`src/hdl/asc_pkg.sv`:
```
package asc_pkg;

  // ==========================================================================
  // register map (byte addresses on the AXI4-Lite slave)
  localparam logic [4:0] CSR_OFFSET      = 5'h00;  // conversion_control_status
  localparam logic [4:0] TRG_OFFSET      = 5'h04;  // trigger_control
  localparam logic [4:0] IRQ_STAT_OFFSET = 5'h08;  // sticky event status, read only
  localparam logic [4:0] IRQ_CLR_OFFSET  = 5'h0C;  // write one to clear, write only
  localparam logic [4:0] IRQ_EN_OFFSET   = 5'h10;  // event enable, same layout as status

  // ==========================================================================
  // conversion_control_status fields
  localparam int DONE_FLAG_BIT = 7;
  localparam int IRQ_EN_BIT    = 6;
  localparam int RUN_BIT       = 5;
  localparam int SCAN_BIT      = 4;
  localparam int SPEED_BIT     = 3;
  localparam int CH_LSB        = 0;
  localparam logic [7:0] CSR_RESET = 8'h00;

  // trigger_control fields
  localparam int TRG_LSB = 6;
  localparam logic [5:0] TRG_RSVD_VAL = 6'h3F;
  localparam logic [1:0] TRG_RESET    = 2'h0;
  localparam logic [1:0] TRG_TIMER    = 2'h2;
  localparam logic [1:0] TRG_PIN      = 2'h3;

  // interrupt status / clear layout
  localparam int EV_DONE_BIT = 0;
  localparam int EV_CHAN_BIT = 1;
  localparam int EV_W        = 2;

  // ==========================================================================
  // timing in states (one state = one ref_clk cycle, 10 ns)
  localparam int CLK_PERIOD_NS = 10;
  localparam int CONV_SLOW_NS  = 2660;  // longest conversion, speed bit 0
  localparam int CONV_FAST_NS  = 1340;  // longest conversion, speed bit 1
  localparam int SCAN_SLOW_NS  = 2560;  // later scan conversions, speed 0
  localparam int SCAN_FAST_NS  = 1280;  // later scan conversions, speed 1
  localparam logic [8:0] CONV_SLOW_CYC = 9'(CONV_SLOW_NS / CLK_PERIOD_NS);
  localparam logic [8:0] CONV_FAST_CYC = 9'(CONV_FAST_NS / CLK_PERIOD_NS);
  localparam logic [8:0] SCAN_SLOW_CYC = 9'(SCAN_SLOW_NS / CLK_PERIOD_NS);
  localparam logic [8:0] SCAN_FAST_CYC = 9'(SCAN_FAST_NS / CLK_PERIOD_NS);

  // axi response codes
  localparam logic [1:0] RESP_OKAY   = 2'h0;
  localparam logic [1:0] RESP_SLVERR = 2'h2;

  // ==========================================================================
  // converter state and carrier types
  typedef enum logic [1:0] {
    ASC_IDLE,
    ASC_CONV
  } asc_state_t;

  typedef struct packed {
    logic       irq_en;
    logic       scan;
    logic       speed;
    logic [2:0] chan;
  } asc_ctrl_t;

  typedef struct packed {
    logic [4:0]  addr;
    logic [31:0] data;
    logic [3:0]  strb;
  } asc_wr_t;

endpackage

```
`src/hdl/asc_ctrl.sv`:
```
// Chosen here: register access over AXI4-Lite and the register addresses.
`timescale 1ns/100ps
module asc_ctrl
  import asc_pkg::*;
(
  // clock and reset
  input  wire logic        ref_clk,
  input  wire logic        rst,
  // power management
  input  wire logic        standby,
  input  wire logic        module_stop,
  // trigger sources
  input  wire logic        ext_trigger_pin,
  input  wire logic        timer_module_trig,
  // axi4-lite slave
  input  wire logic [4:0]  s_axi_awaddr,
  input  wire logic        s_axi_awvalid,
  output logic             s_axi_awready,
  input  wire logic [31:0] s_axi_wdata,
  input  wire logic [3:0]  s_axi_wstrb,
  input  wire logic        s_axi_wvalid,
  output logic             s_axi_wready,
  output logic [1:0]       s_axi_bresp,
  output logic             s_axi_bvalid,
  input  wire logic        s_axi_bready,
  input  wire logic [4:0]  s_axi_araddr,
  input  wire logic        s_axi_arvalid,
  output logic             s_axi_arready,
  output logic [31:0]      s_axi_rdata,
  output logic [1:0]       s_axi_rresp,
  output logic             s_axi_rvalid,
  input  wire logic        s_axi_rready,
  // converter side
  output logic             conv_active,
  output logic [2:0]       conv_channel,
  output logic             chan_done,
  output logic             conv_done_irq
);

  // ==========================================================================
  // state
  asc_ctrl_t   ctrl_q;
  logic        run_q;
  logic        done_q;
  logic        done_seen_q;
  logic [1:0]  trg_q;
  asc_state_t  st_q;
  logic [8:0]  cnt_q;
  logic [2:0]  ch_q;
  logic [EV_W-1:0] ev_q;
  logic [EV_W-1:0] ev_en_q;
  logic        pin_s1_q, pin_s2_q, pin_s3_q;
  logic        tmr_s1_q, tmr_s2_q, tmr_s3_q;
  logic        aw_q, w_q;
  asc_wr_t     wr_q;

  // ==========================================================================
  // trigger synchronisers and edge detect
  always_ff @(posedge ref_clk) begin
    if (rst) begin
      {pin_s1_q, pin_s2_q, pin_s3_q} <= 3'h7;
      {tmr_s1_q, tmr_s2_q, tmr_s3_q} <= 3'h0;
    end else begin
      {pin_s1_q, pin_s2_q, pin_s3_q} <= {ext_trigger_pin, pin_s1_q, pin_s2_q};
      {tmr_s1_q, tmr_s2_q, tmr_s3_q} <= {timer_module_trig, tmr_s1_q, tmr_s2_q};
    end
  end

  // trigger qualification; codes 00/01 leave both starts off
  wire pin_fall  = pin_s3_q & ~pin_s2_q;
  wire tmr_rise  = tmr_s2_q & ~tmr_s3_q;
  wire hw_start  = (trg_q == TRG_PIN & pin_fall)
                 | (trg_q == TRG_TIMER & tmr_rise);

  // ==========================================================================
  // axi write path: address and data taken in either order
  wire aw_take  = s_axi_awvalid & s_axi_awready;
  wire w_take   = s_axi_wvalid & s_axi_wready;
  wire wr_go    = aw_q & w_q & ~s_axi_bvalid;
  wire wr_csr   = wr_go & (wr_q.addr == CSR_OFFSET) & wr_q.strb[0];
  wire wr_trg   = wr_go & (wr_q.addr == TRG_OFFSET) & wr_q.strb[0];
  wire wr_en    = wr_go & (wr_q.addr == IRQ_EN_OFFSET) & wr_q.strb[0];
  wire wr_clr   = wr_go & (wr_q.addr == IRQ_CLR_OFFSET) & wr_q.strb[0];
  wire wr_hit   = (wr_q.addr == CSR_OFFSET) | (wr_q.addr == TRG_OFFSET)
                | (wr_q.addr == IRQ_CLR_OFFSET) | (wr_q.addr == IRQ_EN_OFFSET);
  wire [7:0] wb = wr_q.data[7:0];

  always_ff @(posedge ref_clk) begin
    if (rst) begin
      aw_q <= 1'b0;
      w_q  <= 1'b0;
      wr_q <= '0;
    end else begin
      if (aw_take) begin
        aw_q         <= 1'b1;
        wr_q.addr    <= s_axi_awaddr;
      end
      if (w_take) begin
        w_q          <= 1'b1;
        wr_q.data    <= s_axi_wdata;
        wr_q.strb    <= s_axi_wstrb;
      end
      if (wr_go) begin
        aw_q <= 1'b0;
        w_q  <= 1'b0;
      end
    end
  end

  // response one cycle after both halves are held
  always_ff @(posedge ref_clk) begin
    if (rst) begin
      s_axi_awready <= 1'b0;
      s_axi_wready  <= 1'b0;
      s_axi_bvalid  <= 1'b0;
      s_axi_bresp   <= RESP_OKAY;
    end else begin
      s_axi_awready <= ~aw_q & ~aw_take & ~s_axi_bvalid;
      s_axi_wready  <= ~w_q & ~w_take & ~s_axi_bvalid;
      if (wr_go) begin
        s_axi_bvalid <= 1'b1;
        s_axi_bresp  <= wr_hit ? RESP_OKAY : RESP_SLVERR;
      end else if (s_axi_bready) begin
        s_axi_bvalid <= 1'b0;
      end
    end
  end

  // ==========================================================================
  // axi read path
  wire ar_take  = s_axi_arvalid & s_axi_arready;
  wire [7:0] csr_rd = {done_q, ctrl_q.irq_en, run_q, ctrl_q.scan, ctrl_q.speed, ctrl_q.chan};
  wire [7:0] trg_rd = {trg_q, TRG_RSVD_VAL};
  wire rd_csr   = s_axi_araddr == CSR_OFFSET;
  wire rd_trg   = s_axi_araddr == TRG_OFFSET;
  wire rd_stat  = s_axi_araddr == IRQ_STAT_OFFSET;
  wire rd_en    = s_axi_araddr == IRQ_EN_OFFSET;
  wire rd_clr   = s_axi_araddr == IRQ_CLR_OFFSET;
  wire [31:0] rd_mux = rd_csr  ? {24'h000000, csr_rd}
                     : rd_trg  ? {24'h000000, trg_rd}
                     : rd_stat ? {{(32-EV_W){1'b0}}, ev_q}
                     : rd_en   ? {{(32-EV_W){1'b0}}, ev_en_q}
                     : 32'h00000000;
  wire rd_hit   = rd_csr | rd_trg | rd_stat | rd_en | rd_clr;

  always_ff @(posedge ref_clk) begin
    if (rst) begin
      s_axi_arready <= 1'b0;
      s_axi_rvalid  <= 1'b0;
      s_axi_rdata   <= 32'h00000000;
      s_axi_rresp   <= RESP_OKAY;
    end else begin
      s_axi_arready <= ~s_axi_rvalid & ~ar_take;
      if (ar_take) begin
        s_axi_rvalid <= 1'b1;
        s_axi_rdata  <= rd_mux;
        s_axi_rresp  <= rd_hit ? RESP_OKAY : RESP_SLVERR;
      end else if (s_axi_rready) begin
        s_axi_rvalid <= 1'b0;
      end
    end
  end

  // done flag seen as one by a read arms the clear
  wire done_read = ar_take & rd_csr & done_q;

  // ==========================================================================
  // conversion sequencer
  // fields as they stand after this edge; run may be set together with a new mode
  asc_ctrl_t   ctrl_nx;
  assign ctrl_nx = wr_csr ? asc_ctrl_t'({wb[IRQ_EN_BIT], wb[SCAN_BIT], wb[SPEED_BIT],
                                         wb[CH_LSB+:3]})
                          : ctrl_q;
  wire [8:0] first_len = ctrl_nx.speed ? CONV_FAST_CYC : CONV_SLOW_CYC;
  wire [8:0] next_len  = ctrl_q.speed ? SCAN_FAST_CYC : SCAN_SLOW_CYC;
  wire [2:0] grp_first = {ctrl_q.chan[2], 2'b00};
  wire [2:0] grp_last  = ctrl_q.chan;
  wire [2:0] start_ch  = ctrl_nx.scan ? {ctrl_nx.chan[2], 2'b00}
                                      : ctrl_nx.chan;
  wire       conv_end  = (st_q == ASC_CONV) & (cnt_q == 9'h001);
  wire       last_ch   = ~ctrl_q.scan | (ch_q == grp_last);
  wire       halt      = standby | module_stop;
  wire       sw_run_1  = wr_csr & wb[RUN_BIT];
  wire       sw_run_0  = wr_csr & ~wb[RUN_BIT];
  wire       go        = (sw_run_1 | hw_start) & ~halt
                       & ~(ctrl_nx.chan[2] & ctrl_nx.chan[1]);
  wire       set_done  = conv_end & last_ch;

  // run bit: software or trigger start, halt by software/standby/stop
  always_ff @(posedge ref_clk) begin
    if (rst) begin
      run_q <= 1'b0;
    end else if (halt | sw_run_0) begin
      run_q <= 1'b0;
    end else if (go) begin
      run_q <= 1'b1;
    end else if (conv_end & ~ctrl_q.scan) begin
      run_q <= 1'b0;
    end
  end

  // channel counter; a fresh start always reloads the first channel
  always_ff @(posedge ref_clk) begin
    if (rst) begin
      st_q    <= ASC_IDLE;
      cnt_q   <= 9'h000;
      ch_q    <= 3'h0;
    end else if (halt | sw_run_0 | (conv_end & ~ctrl_q.scan)) begin
      st_q <= ASC_IDLE;
    end else begin
      case (st_q)
        ASC_IDLE: begin
          if (go) begin
            st_q    <= ASC_CONV;
            cnt_q   <= first_len;
            ch_q    <= start_ch;
          end
        end
        ASC_CONV: begin
          if (conv_end) begin
            cnt_q   <= next_len;
            ch_q    <= last_ch ? grp_first : 3'(ch_q + 3'h1);
          end else begin
            cnt_q <= 9'(cnt_q - 9'h001);
          end
        end
        default: st_q <= ASC_IDLE;
      endcase
    end
  end

  // ==========================================================================
  // control fields; changes while running are software's duty
  always_ff @(posedge ref_clk) begin
    if (rst) begin
      ctrl_q  <= asc_ctrl_t'({CSR_RESET[IRQ_EN_BIT], CSR_RESET[SCAN_BIT],
                              CSR_RESET[SPEED_BIT], CSR_RESET[CH_LSB+:3]});
      trg_q   <= TRG_RESET;
      ev_en_q <= '0;
    end else begin
      if (wr_csr) begin
        ctrl_q <= ctrl_nx;
      end
      if (wr_trg) begin
        trg_q <= wb[TRG_LSB+:2];
      end
      if (wr_en) begin
        ev_en_q <= wb[EV_W-1:0];
      end
    end
  end

  // done flag: hardware set beats a software clear in the same cycle
  always_ff @(posedge ref_clk) begin
    if (rst) begin
      done_q      <= 1'b0;
      done_seen_q <= 1'b0;
    end else if (set_done) begin
      done_q      <= 1'b1;
    end else if (wr_csr & ~wb[DONE_FLAG_BIT] & done_seen_q) begin
      done_q      <= 1'b0;
      done_seen_q <= 1'b0;
    end else if (done_read) begin
      done_seen_q <= 1'b1;
    end
  end

  // sticky event status, write-one clear, set wins
  always_ff @(posedge ref_clk) begin
    if (rst) begin
      ev_q <= '0;
    end else begin
      ev_q <= (ev_q & ~(wr_clr ? wb[EV_W-1:0] : '0))
            | {conv_end, set_done};
    end
  end

  // ==========================================================================
  // outputs
  always_ff @(posedge ref_clk) begin
    if (rst) begin
      conv_active   <= 1'b0;
      conv_channel  <= 3'h0;
      chan_done     <= 1'b0;
      conv_done_irq <= 1'b0;
    end else begin
      conv_active   <= st_q == ASC_CONV;
      conv_channel  <= ch_q;
      chan_done     <= conv_end;
      conv_done_irq <= (done_q & ctrl_q.irq_en)
                     | |(ev_q & ev_en_q);
    end
  end

  // ==========================================================================
  // assertions
  a_irq_follows_flag: assert property (@(posedge ref_clk) disable iff (rst)
    (done_q & ctrl_q.irq_en) |=> conv_done_irq)
    else $error("irq not raised for enabled done flag");

  a_single_autoclear: assert property (@(posedge ref_clk) disable iff (rst)
    (conv_end & ~ctrl_q.scan & ~halt & ~sw_run_0 & ~go) |=> ~run_q)
    else $error("single mode run bit not cleared");

  a_scan_keeps_run: assert property (@(posedge ref_clk) disable iff (rst)
    (run_q & ctrl_q.scan & ~halt & ~sw_run_0) |=> run_q)
    else $error("scan run bit dropped unexpectedly");

  a_halt_stops: assert property (@(posedge ref_clk) disable iff (rst)
    halt |=> (~run_q & st_q == ASC_IDLE))
    else $error("standby did not stop conversion");

  a_slow_length: assert property (@(posedge ref_clk) disable iff (rst)
    ($rose(st_q == ASC_CONV) & ~ctrl_q.speed) |-> cnt_q == 9'd266)
    else $error("slow conversion length wrong");

  a_fast_length: assert property (@(posedge ref_clk) disable iff (rst)
    ($rose(st_q == ASC_CONV) & ctrl_q.speed) |-> cnt_q == 9'd134)
    else $error("fast conversion length wrong");

  a_reserved_ones: assert property (@(posedge ref_clk) disable iff (rst)
    (ar_take & rd_trg) |=> s_axi_rdata[5:0] == 6'h3F)
    else $error("reserved trigger bits not one");

  a_flag_no_one_clr: assert property (@(posedge ref_clk) disable iff (rst)
    (done_q & ~done_seen_q) |=> done_q)
    else $error("done flag cleared without prior read");

  a_pin_starts: assert property (@(posedge ref_clk) disable iff (rst)
    (trg_q == TRG_PIN & pin_fall & ~halt & ~sw_run_0 & ~run_q & ~ctrl_nx.chan[2]) |=> run_q)
    else $error("pin falling edge did not start");

  a_scan_first_ch: assert property (@(posedge ref_clk) disable iff (rst)
    ($rose(st_q == ASC_CONV) & ctrl_q.scan) |-> ch_q == {ctrl_q.chan[2], 2'b00})
    else $error("scan did not start at group head");

endmodule

```
`config.mk`:
```
export PLATFORM = sky130hd
export DESIGN_NAME = asc_ctrl
export DESIGN_NICKNAME = d
export VERILOG_FILES = /design/src/hdl/asc_pkg.sv /design/src/hdl/asc_ctrl.sv
export SDC_FILE = /design/constraint.sdc
export NUM_CORES = 1
export LEC_CHECK = 0
export BUFFER_PORTS_ARGS = -buffer_cell sky130_fd_sc_hd__buf_2
export CAP_MARGIN = 25
export CORE_MARGIN = 4
export CORE_UTILIZATION = 55
export CTS_CLUSTER_DIAMETER = 150
export DETAILED_ROUTE_END_ITERATION = 16
export GPL_TIMING_DRIVEN = 0
export PLACE_DENSITY = 0.85
export SYNTH_ARGS = -nofsm -noshare
export SYNTH_HDL_FRONTEND = slang
export SYNTH_SLANG_ARGS = --single-unit
export TNS_END_PERCENT = 10
```
`constraint.sdc`:
```
create_clock -name ref_clk -period 5.05 [get_ports ref_clk]
set_input_delay 0.505 -clock ref_clk [delete_from_list [all_inputs] [get_ports ref_clk]]
set_output_delay 0.505 -clock ref_clk [all_outputs]
set_load 0.02 [all_outputs]
```
## Word-level counts from Yosys, hierarchy flattened

Cells that the tools add are included.

- $add $sub $neg: 2
- Equal/unequal tests: 14
- Muxes and demuxes: 30
- Bitwise logic cells: 70
- Reduce and logical (&&, ||, !) cells: 17

Operators with widths:

| operator | number |
|---|---|
| $mux W9 | 4 |
| $and A1 B1 Y1 | 35 |
| $pmux W9 S2 | 1 |
| $not A1 Y1 | 17 |
| $mux W8 | 2 |
| $eq A5 B4 Y1 const B | 3 |
| $mux W2 | 7 |
| $or A1 B1 Y1 | 14 |
| $reduce_bool A2 Y1 | 6 |
| $eq A5 B3 Y1 const B | 2 |
| $eq A5 B5 Y1 const B | 2 |
| $logic_not A5 Y1 | 2 |
| $mux W1 | 10 |
| $eq A9 B1 Y1 const B | 1 |
| $mux W3 | 3 |
| $sub A9 B1 Y9 const B | 1 |
| $reduce_or A2 Y1 | 4 |
| $pmux W3 S2 | 1 |
| $mux W5 | 1 |
| $and A2 B2 Y2 | 2 |
| $eq A2 B2 Y1 const B | 2 |
| $ne A2 B2 Y1 const B | 2 |
| $pmux W2 S2 | 1 |
| $reduce_and A2 Y1 | 2 |
| 8 further kinds | 8 |

- Bits in registers: 98
- Word-level logic and storage cells: 169

## Logic depth before layout (Yosys ltp)

Gate-level depths: netlist (run 1).

- Depth in word-level cells: 10
- Mapped depth: 8
- Mapped depth without buffers: 7

## Least setup slack after synthesis (run 1)

Ideal clock, no wire load.

- Path type: flip-flop to flip-flop
- Start: register cnt_q[1]
- End: register ch_q[1]
- Setup time: 0.125 ns
- Arrival time: 1.927 ns
- Slack: 2.998 ns
- Cell stages (with the launch flop): 8
- Path buffers: 1
- Clock period less this slack: 2.052 ns
- Path through: dfxtp_1 inv_1 ha_1 or4b_1 o31ai_1 or3b_1 buf_2 mux2i_1

- Cells in the longest elaborated chain, start to end: 6

RTL lines:

| element | line | text |
|---|---|---|
| start, declared | asc_ctrl.sv:48 | `logic [8:0] cnt_q;` |
| start signal, assigned | asc_ctrl.sv:215 | `cnt_q <= first_len;` |
| start signal, assigned | asc_ctrl.sv:221 | `cnt_q <= next_len;` |
| start signal, assigned | asc_ctrl.sv:224 | `cnt_q <= 9'(cnt_q - 9'h001);` |
| $eq A9 B1 Y1 * | asc_ctrl.sv:180 | `wire conv_end = (st_q == ASC_CONV) & (cnt_q == 9'h001);` |
| $and A1 B1 Y1 * | asc_ctrl.sv:180 |  |
| $and A1 B1 Y1 | asc_ctrl.sv:208 | `end else if (halt \| sw_run_0 \| (conv_end & ~ctrl_q.scan)) begin` |
| $or A1 B1 Y1 | asc_ctrl.sv:208 |  |
| $not A1 Y1 (no source line) | n/a |  |
| $reduce_and A4 Y1 (no source line) * | n/a |  |
| end signal, assigned | asc_ctrl.sv:216 | `ch_q <= start_ch;` |
| end signal, assigned | asc_ctrl.sv:222 | `ch_q <= last_ch ? grp_first : 3'(ch_q + 3'h1);` |
| end, declared | asc_ctrl.sv:49 | `logic [2:0] ch_q;` |

Mark *: on every way between the ends. The rest lies on a longest branch, timed or not.
A chain may end at the register's enable or synchronous reset.

## Worst setup path in the final report (run 1)

- Start: register cnt_q[5]
- End: register cnt_q[1]

- Cells in the longest elaborated chain, start to end: 6

RTL lines:

| element | line |
|---|---|
| $eq A9 B1 Y1 * | asc_ctrl.sv:180 |
| $and A1 B1 Y1 * | asc_ctrl.sv:180 |
| $and A1 B1 Y1 | asc_ctrl.sv:208 |
| $or A1 B1 Y1 | asc_ctrl.sv:208 |
| $not A1 Y1 (no source line) | n/a |
| $reduce_and A3 Y1 (no source line) | n/a |

Marked as above.

==> results.toml, run 1 <==
[clocking]
tritoncts = "built"
clk_path_buf_depth = 2
clk_pin_slew_ps = 80
postCtsSetupRepairBufs = 0
post_cts_resized = 0
root_buffer = "clkbuf_8"
cts.sinks = 71
h-tree-depth = 3
cts_made_buffers = 9
clk_latency_ps = 350
ctsHoldBuffers = 0

[timing]
relSlewSlack = 0.449
tightest_slew_ps = 819
timing.final.crit_period_ps = 2510
finalHoldViolCount = 0
setup-tns-final_ps = 0
finalClockSkew_ps = 10.6
fmax_ghz = 0.398
rsz0062_at_grt = "no"
finalSetupViolations = 0
finalMaxSlewViolations = 0
worst_slack_ps = 2540
fin_crit_sh = 0.498

[synth]
seq_area_frac_synth = 0.419
ys.flop_type = "dfxtp_1"
synthArstFlopShare = 0
synth_cell_types = 60
avgSynthCellArea_um2 = 8.45
synth-seq-cells = 71
synth-edff-count = 0
netlist_area_um2 = 3400
synthCells = 402
ys_warn_count = 0

[worst_setup_path]
worstSetupPathType = "flip-flop to flip-flop"
critPathTopFamily = "simple AND/OR/NAND/NOR gates"
crit_start = "cnt_q[5]$_SDFFE_PP0P_"
cpMaxStageDelayCell = "nor3_1"
critPathLaunchType = "flip-flop"
end_kind = "flip-flop"
cp_data_arrival_time_ps = 2730
path_buf_inv = 0
required_ps = 5260
critPathMaxStageDelay_ps = 610
timing.rr.start = "cnt_q[5]$_SDFFE_PP0P_"
crit_chain = "nor3_1, nand4_1, o32ai_2, or2_0, a221oi_1"
ff2ff_setup_slack_ps = 2540
critPathMaxFanout = 7

[layout]
nFillCells = 513
final_layout_size_suffix_gt1_frac = 0.207
final_nets = 547
final-seq-area_um2 = 1420
antenna_cells = 0
multiInputGateArea_um2 = 1760
area_growth_syn_to_layout_pct = 18.1

[global_route]
overflow = 0
met3_usage = 0.0570
grt_pass1_wl_mm = 14.1
grt_use_met1 = 0.287
grt_max_degree = 14
grt_usage = 0.240
grt_busiest_layer = "met2"
met2_usage = 0.413
antenna_found_initial = 0
grt_pass1_vias = 3030

[run]
drv_cap = 0

[pwr]
leakage_uw = 0.00173
switchingPower_uw = 309
p_per_area_nw_per_um2 = 278
p_seq_frac = 0.522
pwr-share-comb = 0.099
max-vdd-ir-drop_mv = 0.178
sw_frac_of_total = 0.277
internal_power_uw = 807
clock_power_share = 0.379

[hold_path]
holdCritStartpoint = "ext_trigger_pin"
hp-class = "input port to flip-flop"

[routing]
post_drt_wl_per_cell_um = 15.6
drtAntennaViolNets = 0
dr.pass1.iters = 5
first_iter_violations = 228
vias = 3231
totalWireLength_mm = 8.87
drc = 0
viasPerCell = 5.70

[placed_design]
place_ws_ps = 2620
place.gp.congestion = 0.896
portBuffers = 49
dpl.hpwl_mm = 6.57

[floorplan]
dieWidth_um = 86.6
io_pins = 104
rows = 28
start_util = 0.570
core_area_um2 = 5960
die-area_um2 = 7500
die_h_um = 86.6

[outcome]
outcome = "finished clean"
## Yosys cell counts, types with 2 or more instances
cell      count  share of area
a221oi_1      3         0.0077
inv_1         9         0.0099
or4_1         2         0.0044
nand4_1       6          0.011
and2_1        4         0.0074
mux2i_1      13          0.038
or2_2         4         0.0074
nor4_1        5         0.0092
nand3_1       5         0.0074
or4b_1        2         0.0059
nand2_1      56          0.062
o31ai_1       6          0.013
nand3b_1      3         0.0066
and4_1        2         0.0052
nor3_1       12          0.018
or3_1         5         0.0092
a211oi_1      2         0.0044
clkbuf_1     10          0.011
ha_1          3          0.011
o211ai_1      5          0.011
o22ai_1       2         0.0037
a22oi_1       2         0.0044
clkinv_1      2         0.0022
buf_1         5         0.0055
o31a_1        2         0.0052
buf_4        27          0.060
nor3b_1       3         0.0066
o21ai_0       8          0.012
nand2b_1      5         0.0092
a311oi_1      2         0.0052
a41oi_1       2         0.0052
a211o_1       2         0.0052
o21bai_1      3         0.0066
o311ai_0      2         0.0052
nor2b_1       5         0.0092
and3b_1       2         0.0052
a31oi_1       3         0.0055
nor2_1       30          0.033
xor2_1        3         0.0077
a21oi_1      44          0.065
o211a_1       2         0.0059
dfxtp_1      71           0.42
## worst reg2reg max path, cell delays in order, from the launching register on
cell and delay, ps:
dfxtp_1 380, nor3_1 610, nand4_1 410, o32ai_2 430, or2_0 400, a221oi_1 150
## registers in the layout, indices dropped and copies added (netlist names), 2 cells and up
name / cells
conv_channel: 3
csr_rd: 3
trg_q: 2
wr_q: 6
s_axi_rdata: 8
grp_last: 3
ch_q: 3
wb: 8
ev_en_q: 2
ev_q: 2
cnt_q: 9
## power groups by stage
stage / Clock [uW] / Sequential [uW] / Combinational [uW]
4_1_cts: 424 / 582 / 108
2_1_floorplan: 0 / 598 / 72.6
3_5_place_dp: 0 / 596 / 108
6_report: 423 / 583 / 110
3_3_place_gp: 0 / 595 / 105
5_1_grt: 458 / 585 / 119
## cell usage in the layout, fill, tap and decap left out, types with 3 or more instances in the layout
cell type / netlist / final
xor2_1: 3 / 3
o21bai_1: 3 / 3
or3_1: 5 / 5
o31ai_1: 6 / 6
a31oi_1: 3 / 3
buf_4: 27 / 27
ha_1: 3 / 3
nor3_1: 12 / 12
a21oi_1: 44 / 44
clkinvlp_4: 0 / 3
buf_1: 5 / 5
dfxtp_1: 71 / 71
inv_1: 9 / 9
mux2i_1: 13 / 13
clkbuf_1: 10 / 10
nor2_1: 30 / 30
nand3_1: 5 / 5
conb_1: 1 / 26
o211ai_1: 5 / 5
nand2_1: 56 / 56
nand2b_1: 5 / 5
and2_1: 4 / 4
o21ai_0: 8 / 8
or2_2: 4 / 4
nand3b_1: 3 / 3
nor2b_1: 5 / 5
a221oi_1: 3 / 3
clkbuf_8: 0 / 10
nor3b_1: 3 / 3
nand4_1: 6 / 6
nor4_1: 5 / 5
buf_2: 1 / 50
## metrics by stage
step	total power, uW	utilization	cells	hold slack, ps	area (um^2)
6_report	1120	0.674	567	328	4010
5_1_grt	1160	0.674	567	333	4010
2_1_floorplan	671	-	427	389	3490
3_5_place_dp	703	0.643	551	397	3830
3_3_place_gp	700	0.643	551	393	3830
4_1_cts	1110	0.674	567	325	4010
## path summary, 6_finish.rpt
| kind | to | cells past startpoint |
|---|---|---|
| worst max-delay path | cnt_q[1]$_SDFFE_PP0P_ | 5 |
| worst min-delay path | pin_s1_q$_SDFF_PP1_ | 2 |
| worst max register to register | cnt_q[1]$_SDFFE_PP0P_ | 5 |
| worst min register to register | pin_s2_q$_SDFF_PP1_ | 1 |
## area by class of cell
cell class,instances,area share
multi-input cells,302,0.439
clock inverters,6,0.0112
repair buffers,49,0.0611
well taps,75,0.0234
clock buffers,10,0.0343
plain buffers,43,0.0658
flip-flops and latches,71,0.354
inverters,11,0.0103
## logic make-up after synthesis
family | count (synthesis) | share of synthesized area
xor gates and xnor gates | 3 | 0.00774
AOI/OAI and AO/OA | 101 | 0.201
muxes | 13 | 0.0383
other | 1 | 0.00110
adders and majority gates | 3 | 0.0111
buffers and inverters | 54 | 0.0899
and+or+nand+nor | 156 | 0.232
DFF | 71 | 0.419
## routing by layer
layer  share of wire  routed length (um)
met1            0.42                3690
met2            0.49                4370
met3           0.070                 620
met4           0.021                 183
met5               0                   0
Note: power is estimated with default switching activity, not from simulation.
==> run 2, diff against run 1 <==
--- a/config.mk
+++ b/config.mk
@@ -8,11 +8,11 @@
 export BUFFER_PORTS_ARGS = -buffer_cell sky130_fd_sc_hd__buf_2
 export CAP_MARGIN = 25
 export CORE_MARGIN = 4
-export CORE_UTILIZATION = 55
+export CORE_UTILIZATION = 46
 export CTS_CLUSTER_DIAMETER = 150
 export DETAILED_ROUTE_END_ITERATION = 16
 export GPL_TIMING_DRIVEN = 0
-export PLACE_DENSITY = 0.85
+export PLACE_DENSITY = 0.76
 export SYNTH_ARGS = -nofsm -noshare
 export SYNTH_HDL_FRONTEND = slang
 export SYNTH_SLANG_ARGS = --single-unit
==> constraint.sdc (replaced) <==
create_clock -name ref_clk -period 2.1 [get_ports ref_clk]
set_input_delay 0.21 -clock ref_clk [delete_from_list [all_inputs] [get_ports ref_clk]]
set_output_delay 0.21 -clock ref_clk [all_outputs]
set_load 0.02 [all_outputs]
==> results.toml, run 2 (same netlist as run 1, synthesis figures left out) <==
[floorplan]
core_area_um2 = 7210
start_util = 0.471
die-area_um2 = 8820
rows = 31
dieWidth_um = 93.9
io_pins = 104
die_h_um = 93.9

[routing]
viasPerCell = 5.43
drc = 0
vias = 3219
totalWireLength_mm = 9.16
drtAntennaViolNets = 0
first_iter_violations = 234
post_drt_wl_per_cell_um = 15.4
dr.pass1.iters = 5

[global_route]
grt_usage = 0.213
antenna_found_initial = 0
grt_pass1_vias = 3024
grt_max_degree = 13
grt_pass1_wl_mm = 14.7
overflow = 0

[timing]
fin_crit_sh = 0.981
tightest_slew_ps = 840
setup-tns-final_ps = 0
fmax_ghz = 0.485
finalSetupViolations = 0
finalMaxSlewViolations = 0
worst_slack_ps = 39.8
finalHoldViolCount = 0
timing.final.crit_period_ps = 2060
finalClockSkew_ps = 8.43
rsz0062_at_grt = "yes"
relSlewSlack = 0.435

[layout]
multiInputGateArea_um2 = 1860
most-common-layout-cells = "dfxtp_1 (70), nand2_1 (56), buf_2 (50)"
largest_reg_flops = 9
final_layout_size_suffix_gt1_frac = 0.249
area_growth_syn_to_layout_pct = 24.3
regMostFlops = "cnt_q"
nFillCells = 650
final_nets = 550
antenna_cells = 0
final_common_cell = "dfxtp_1"
final-seq-area_um2 = 1420

[outcome]
outcome = "finished clean"

[pwr]
max-vdd-ir-drop_mv = 0.471
p_per_area_nw_per_um2 = 695
leakage_uw = 0.00181

[worst_setup_path]
cp_data_arrival_time_ps = 2290
r2r_end = "ch_q[1]$_SDFFE_PP0P_"
crit_end = "ch_q[1]$_SDFFE_PP0P_"
cpMaxStageDelayCell = "or3b_1"
timing.rr.start = "wr_q[37]$_SDFFE_PP0P_"
crit_chain = "nor4b_4, buf_4, and4_2, nor3_1, or3b_1, buf_2, mux2i_1"
critPathMaxFanout = 4
rr_worst_depth = 7
required_ps = 2330
ff2ff_setup_slack_ps = 40
critPathMaxStageDelay_ps = 400
end_kind = "flip-flop"
crit_start = "wr_q[37]$_SDFFE_PP0P_"
critPathLaunchType = "flip-flop"
worstSetupPathType = "flip-flop to flip-flop"

[hold_path]
hp-class = "input port to flip-flop"

[run]
drv_cap = 0

[clocking]
clk_pin_slew_ps = 80
cts.sinks = 71
tritoncts = "built"
cts_made_buffers = 9
root_buffer = "clkbuf_8"
clk_latency_ps = 340
clk_path_buf_depth = 2
h-tree-depth = 3

[placed_design]
dpl.hpwl_mm = 6.68
place.gp.congestion = 0.911
portBuffers = 49
place_ws_ps = -285
-- run 2: layout make-up --
type | count | area share
Multi-Input combinational cell | 302 | 0.441
Sequential cell | 71 | 0.337
Timing Repair Buffer | 53 | 0.0652
Buffer | 42 | 0.0629
Clock buffer | 11 | 0.0359
Tap cell | 99 | 0.0294
Clock inverter | 4 | 0.0184
Inverter | 11 | 0.0107
-- run 2: worst min-delay path by stage --
| stage | start | endpoint | cells past startpoint | slack (ps) |
|---|---|---|---|---|
| after floorplan | ext_trigger_pin | pin_s1_q$_SDFF_PP1_ | 1 | 310 |
| after CTS | ext_trigger_pin | pin_s1_q$_SDFF_PP1_ | 2 | 40 |
| after global routing | ext_trigger_pin | pin_s1_q$_SDFF_PP1_ | 2 | 40 |
| after detailed placement | pin_s1_q$_SDFF_PP1_ | pin_s2_q$_SDFF_PP1_ | 1 | 400 |
| final | ext_trigger_pin | pin_s1_q$_SDFF_PP1_ | 2 | 50 |
| after global placement | pin_s1_q$_SDFF_PP1_ | pin_s2_q$_SDFF_PP1_ | 1 | 390 |
-- run 2: metal layers --
metal,GRT usage,share of wire
met1,0.263,0.42
met5,0,0
met4,0.0614,0.014
met2,0.367,0.49
met3,0.0513,0.068
-- run 2: stage by stage --
| step | cells | utilization | hold slack [ps] | instance area, um^2 | power [uW] |
|---|---|---|---|---|---|
| finish | 593 | 0.585 | 46.7 | 4220 | 2930 |
| CTS | 591 | 0.576 | 38.3 | 4160 | 2930 |
| detailed placement | 575 | 0.535 | 396 | 3860 | 1690 |
| global route | 593 | 0.585 | 39.5 | 4220 | 3040 |
| global placement | 575 | 0.535 | 392 | 3860 | 1690 |
| floorplan | 427 | - | 314 | 3490 | 1610 |
-- run 2: worst max-delay path: cells and delay by family, from the launching register on --
| family | cells | cell delay [ps] |
|---|---|---|
| AND/OR/NAND/NOR | 4 | 1140 |
| multiplexers | 1 | 110 |
| flip-flops | 1 | 360 |
| buffers and inverters | 2 | 340 |
-- run 2: where the power goes --
part | internal, uW | switching [uW]
clock network | 734 | 522
registers | 1380 | 29.9
logic | 104 | 167
total | 2210 | 719
-- run 2: repair_timing --
item,CTS,global route
resized for setup,13,16
pin swaps,2,3
hold buffers,0,0
setup endpoints to repair,14,10
setup buffers,1,3
==> run 3, diff against run 2 <==
--- a/config.mk
+++ b/config.mk
@@ -13,6 +13,7 @@
 export DETAILED_ROUTE_END_ITERATION = 16
 export GPL_TIMING_DRIVEN = 0
 export PLACE_DENSITY = 0.76
+export RECOVER_POWER = 100
 export SYNTH_ARGS = -nofsm -noshare
 export SYNTH_HDL_FRONTEND = slang
 export SYNTH_SLANG_ARGS = --single-unit
==> results.toml, run 3 (same netlist as run 1, synthesis figures left out) <==
[placed_design]
portBuffers = 49
placed_area_um2 = 3860
place.gp.congestion = 0.911
dpl.hpwl_mm = 6.68

[pwr]
sw_frac_of_total = 0.245
leakage_uw = 0.00172
p_per_area_nw_per_um2 = 698
switchingPower_uw = 716
pwr-share-comb = 0.091
internal_power_uw = 2210
clock_power_share = 0.428
max-vdd-ir-drop_mv = 0.465
total_power_uw = 2930
p_seq_frac = 0.480

[timing]
rsz0062_at_grt = "yes"
tightest_slew_ps = 844
fin_crit_sh = 0.981
relSlewSlack = 0.432
fmax_ghz = 0.485
finalClockSkew_ps = 8.32
finalSetupViolations = 0
finalHoldViolCount = 0
finalMaxSlewViolations = 0
timing.final.crit_period_ps = 2060

[routing]
dr.pass1.iters = 4
first_iter_violations = 203
vias = 3185
drc = 0
totalWireLength_mm = 9.12
post_drt_wl_per_cell_um = 15.4
drtAntennaViolNets = 0
viasPerCell = 5.37

[worst_setup_path]
crit_start = "cnt_q[1]$_SDFFE_PP0P_"
rr_worst_depth = 7
crit_chain = "inv_2, ha_4, or4b_4, o31ai_4, or3b_1, buf_2, mux2i_1"
end_kind = "flip-flop"
path_depth = 7
required_ps = 2320
critPathMaxFanout = 4
cpMaxStageDelayCell = "or4b_4"
worstSetupPathType = "flip-flop to flip-flop"
critPathMaxStageDelay_ps = 490
critPathLaunchType = "flip-flop"
cp_data_arrival_time_ps = 2280
path_buf_inv = 2
timing.rr.start = "cnt_q[1]$_SDFFE_PP0P_"
ff2ff_setup_slack_ps = 40
r2r_end = "ch_q[1]$_SDFFE_PP0P_"
critPathTopFamily = "simple AND/OR/NAND/NOR gates"

[layout]
most-common-layout-cells = "dfxtp_1 (70), nand2_1 (56), a21oi_1 (44)"
finalInstanceArea_um2 = 4190
area_growth_syn_to_layout_pct = 23.5
antenna_cells = 0
regMostFlops = "cnt_q"
largest_reg_flops = 9
final_layout_size_suffix_gt1_frac = 0.206
final_common_cell = "dfxtp_1"
final_nets = 550

[run]
drv_cap = 0

[global_route]
grt_pass1_wl_mm = 14.7
grt_usage = 0.213
overflow = 0
antenna_found_initial = 0
grt_max_degree = 13
grt_pass1_vias = 3024

[clocking]
cts.sinks = 71
cts_made_buffers = 9
root_buffer = "clkbuf_8"
clk_latency_ps = 340
tritoncts = "built"
clk_pin_slew_ps = 70
h-tree-depth = 3
clk_path_buf_depth = 2

[floorplan]
die_h_um = 93.9
rows = 31
dieWidth_um = 93.9
die-area_um2 = 8820
start_util = 0.471
core_area_um2 = 7210
io_pins = 104

[hold_path]
hold_depth = 2
hold-path-endpoint = "pin_s1_q$_SDFF_PP1_"
hp-class = "input port to flip-flop"
holdCritStartpoint = "ext_trigger_pin"

[outcome]
outcome = "finished clean"
[run 3: per-layer routing]
layer / up-vias / share of wire / GRT usage
met5: - / 0 / 0
met4: 0 / 0.013 / 0.0614
met3: 10 / 0.062 / 0.0513
met2: 106 / 0.49 / 0.367
met1: 1503 / 0.43 / 0.263
li1: 1566 / - / -
[run 3: power by group through the flow]
| stage | combinational, uW | sequential (uW) | clock (uW) |
|---|---|---|---|
| 3_3_place_gp | 257 | 1430 | 0 |
| 4_1_cts | 262 | 1400 | 1270 |
| 5_1_grt | 293 | 1410 | 1330 |
| 6_report | 267 | 1410 | 1250 |
| 2_1_floorplan | 175 | 1440 | 0 |
| 3_5_place_dp | 259 | 1430 | 0 |
[run 3: cell type report]
type                    instances  area, um^2
plain buffers                  42         265
clock buffers                  11         151
clock inverters                 4        77.6
fillers                       668        3020
inverters                      11        45.0
multi-input cells             302        1860
flip-flops and latches         71        1420
well taps                      99         124
repair buffers                 53         249
[run 3: how the worst max path moves through the flow]
stage	to	slack [ps]
2_1_floorplan	ch_q[1]$_SDFFE_PP0P_	50
3_3_place_gp	cnt_q[1]$_SDFFE_PP0P_	-410
3_5_place_dp	cnt_q[1]$_SDFFE_PP0P_	-280
4_1_cts	ch_q[1]$_SDFFE_PP0P_	0.4
5_1_grt	ch_q[0]$_SDFFE_PP0P_	-90
6_report	ch_q[1]$_SDFFE_PP0P_	40
[run 3: stage by stage]
step / hold slack (ps) / setup WS [ps] / util / instances / setup TNS (ps)
3_5_place_dp: 396 / -285 / 0.535 / 575 / -2270
5_1_grt: 39.5 / -88.3 / 0.581 / 593 / -234
2_1_floorplan: 314 / 47.9 / - / 427 / 0
3_3_place_gp: 392 / -409 / 0.535 / 575 / -2860
6_report: 48.1 / 39.3 / 0.581 / 593 / 0
4_1_cts: 38.3 / 0.366 / 0.576 / 591 / 0
[run 3: worst reg2reg max path, cell delays in order, from the launching register on]
cell,delay [ps]
dfxtp_1,330
inv_2,90
ha_4,140
or4b_4,490
o31ai_4,250
or3b_1,370
buf_2,160
mux2i_1,110
[run 3: repair_timing]
item | in CTS | in global routing
hold buffers | 0 | 0
pin swaps | 2 | 3
buffers inserted | 1 | 3
resized for setup | 13 | 16
endpoints found under the setup margin | 14 | 10
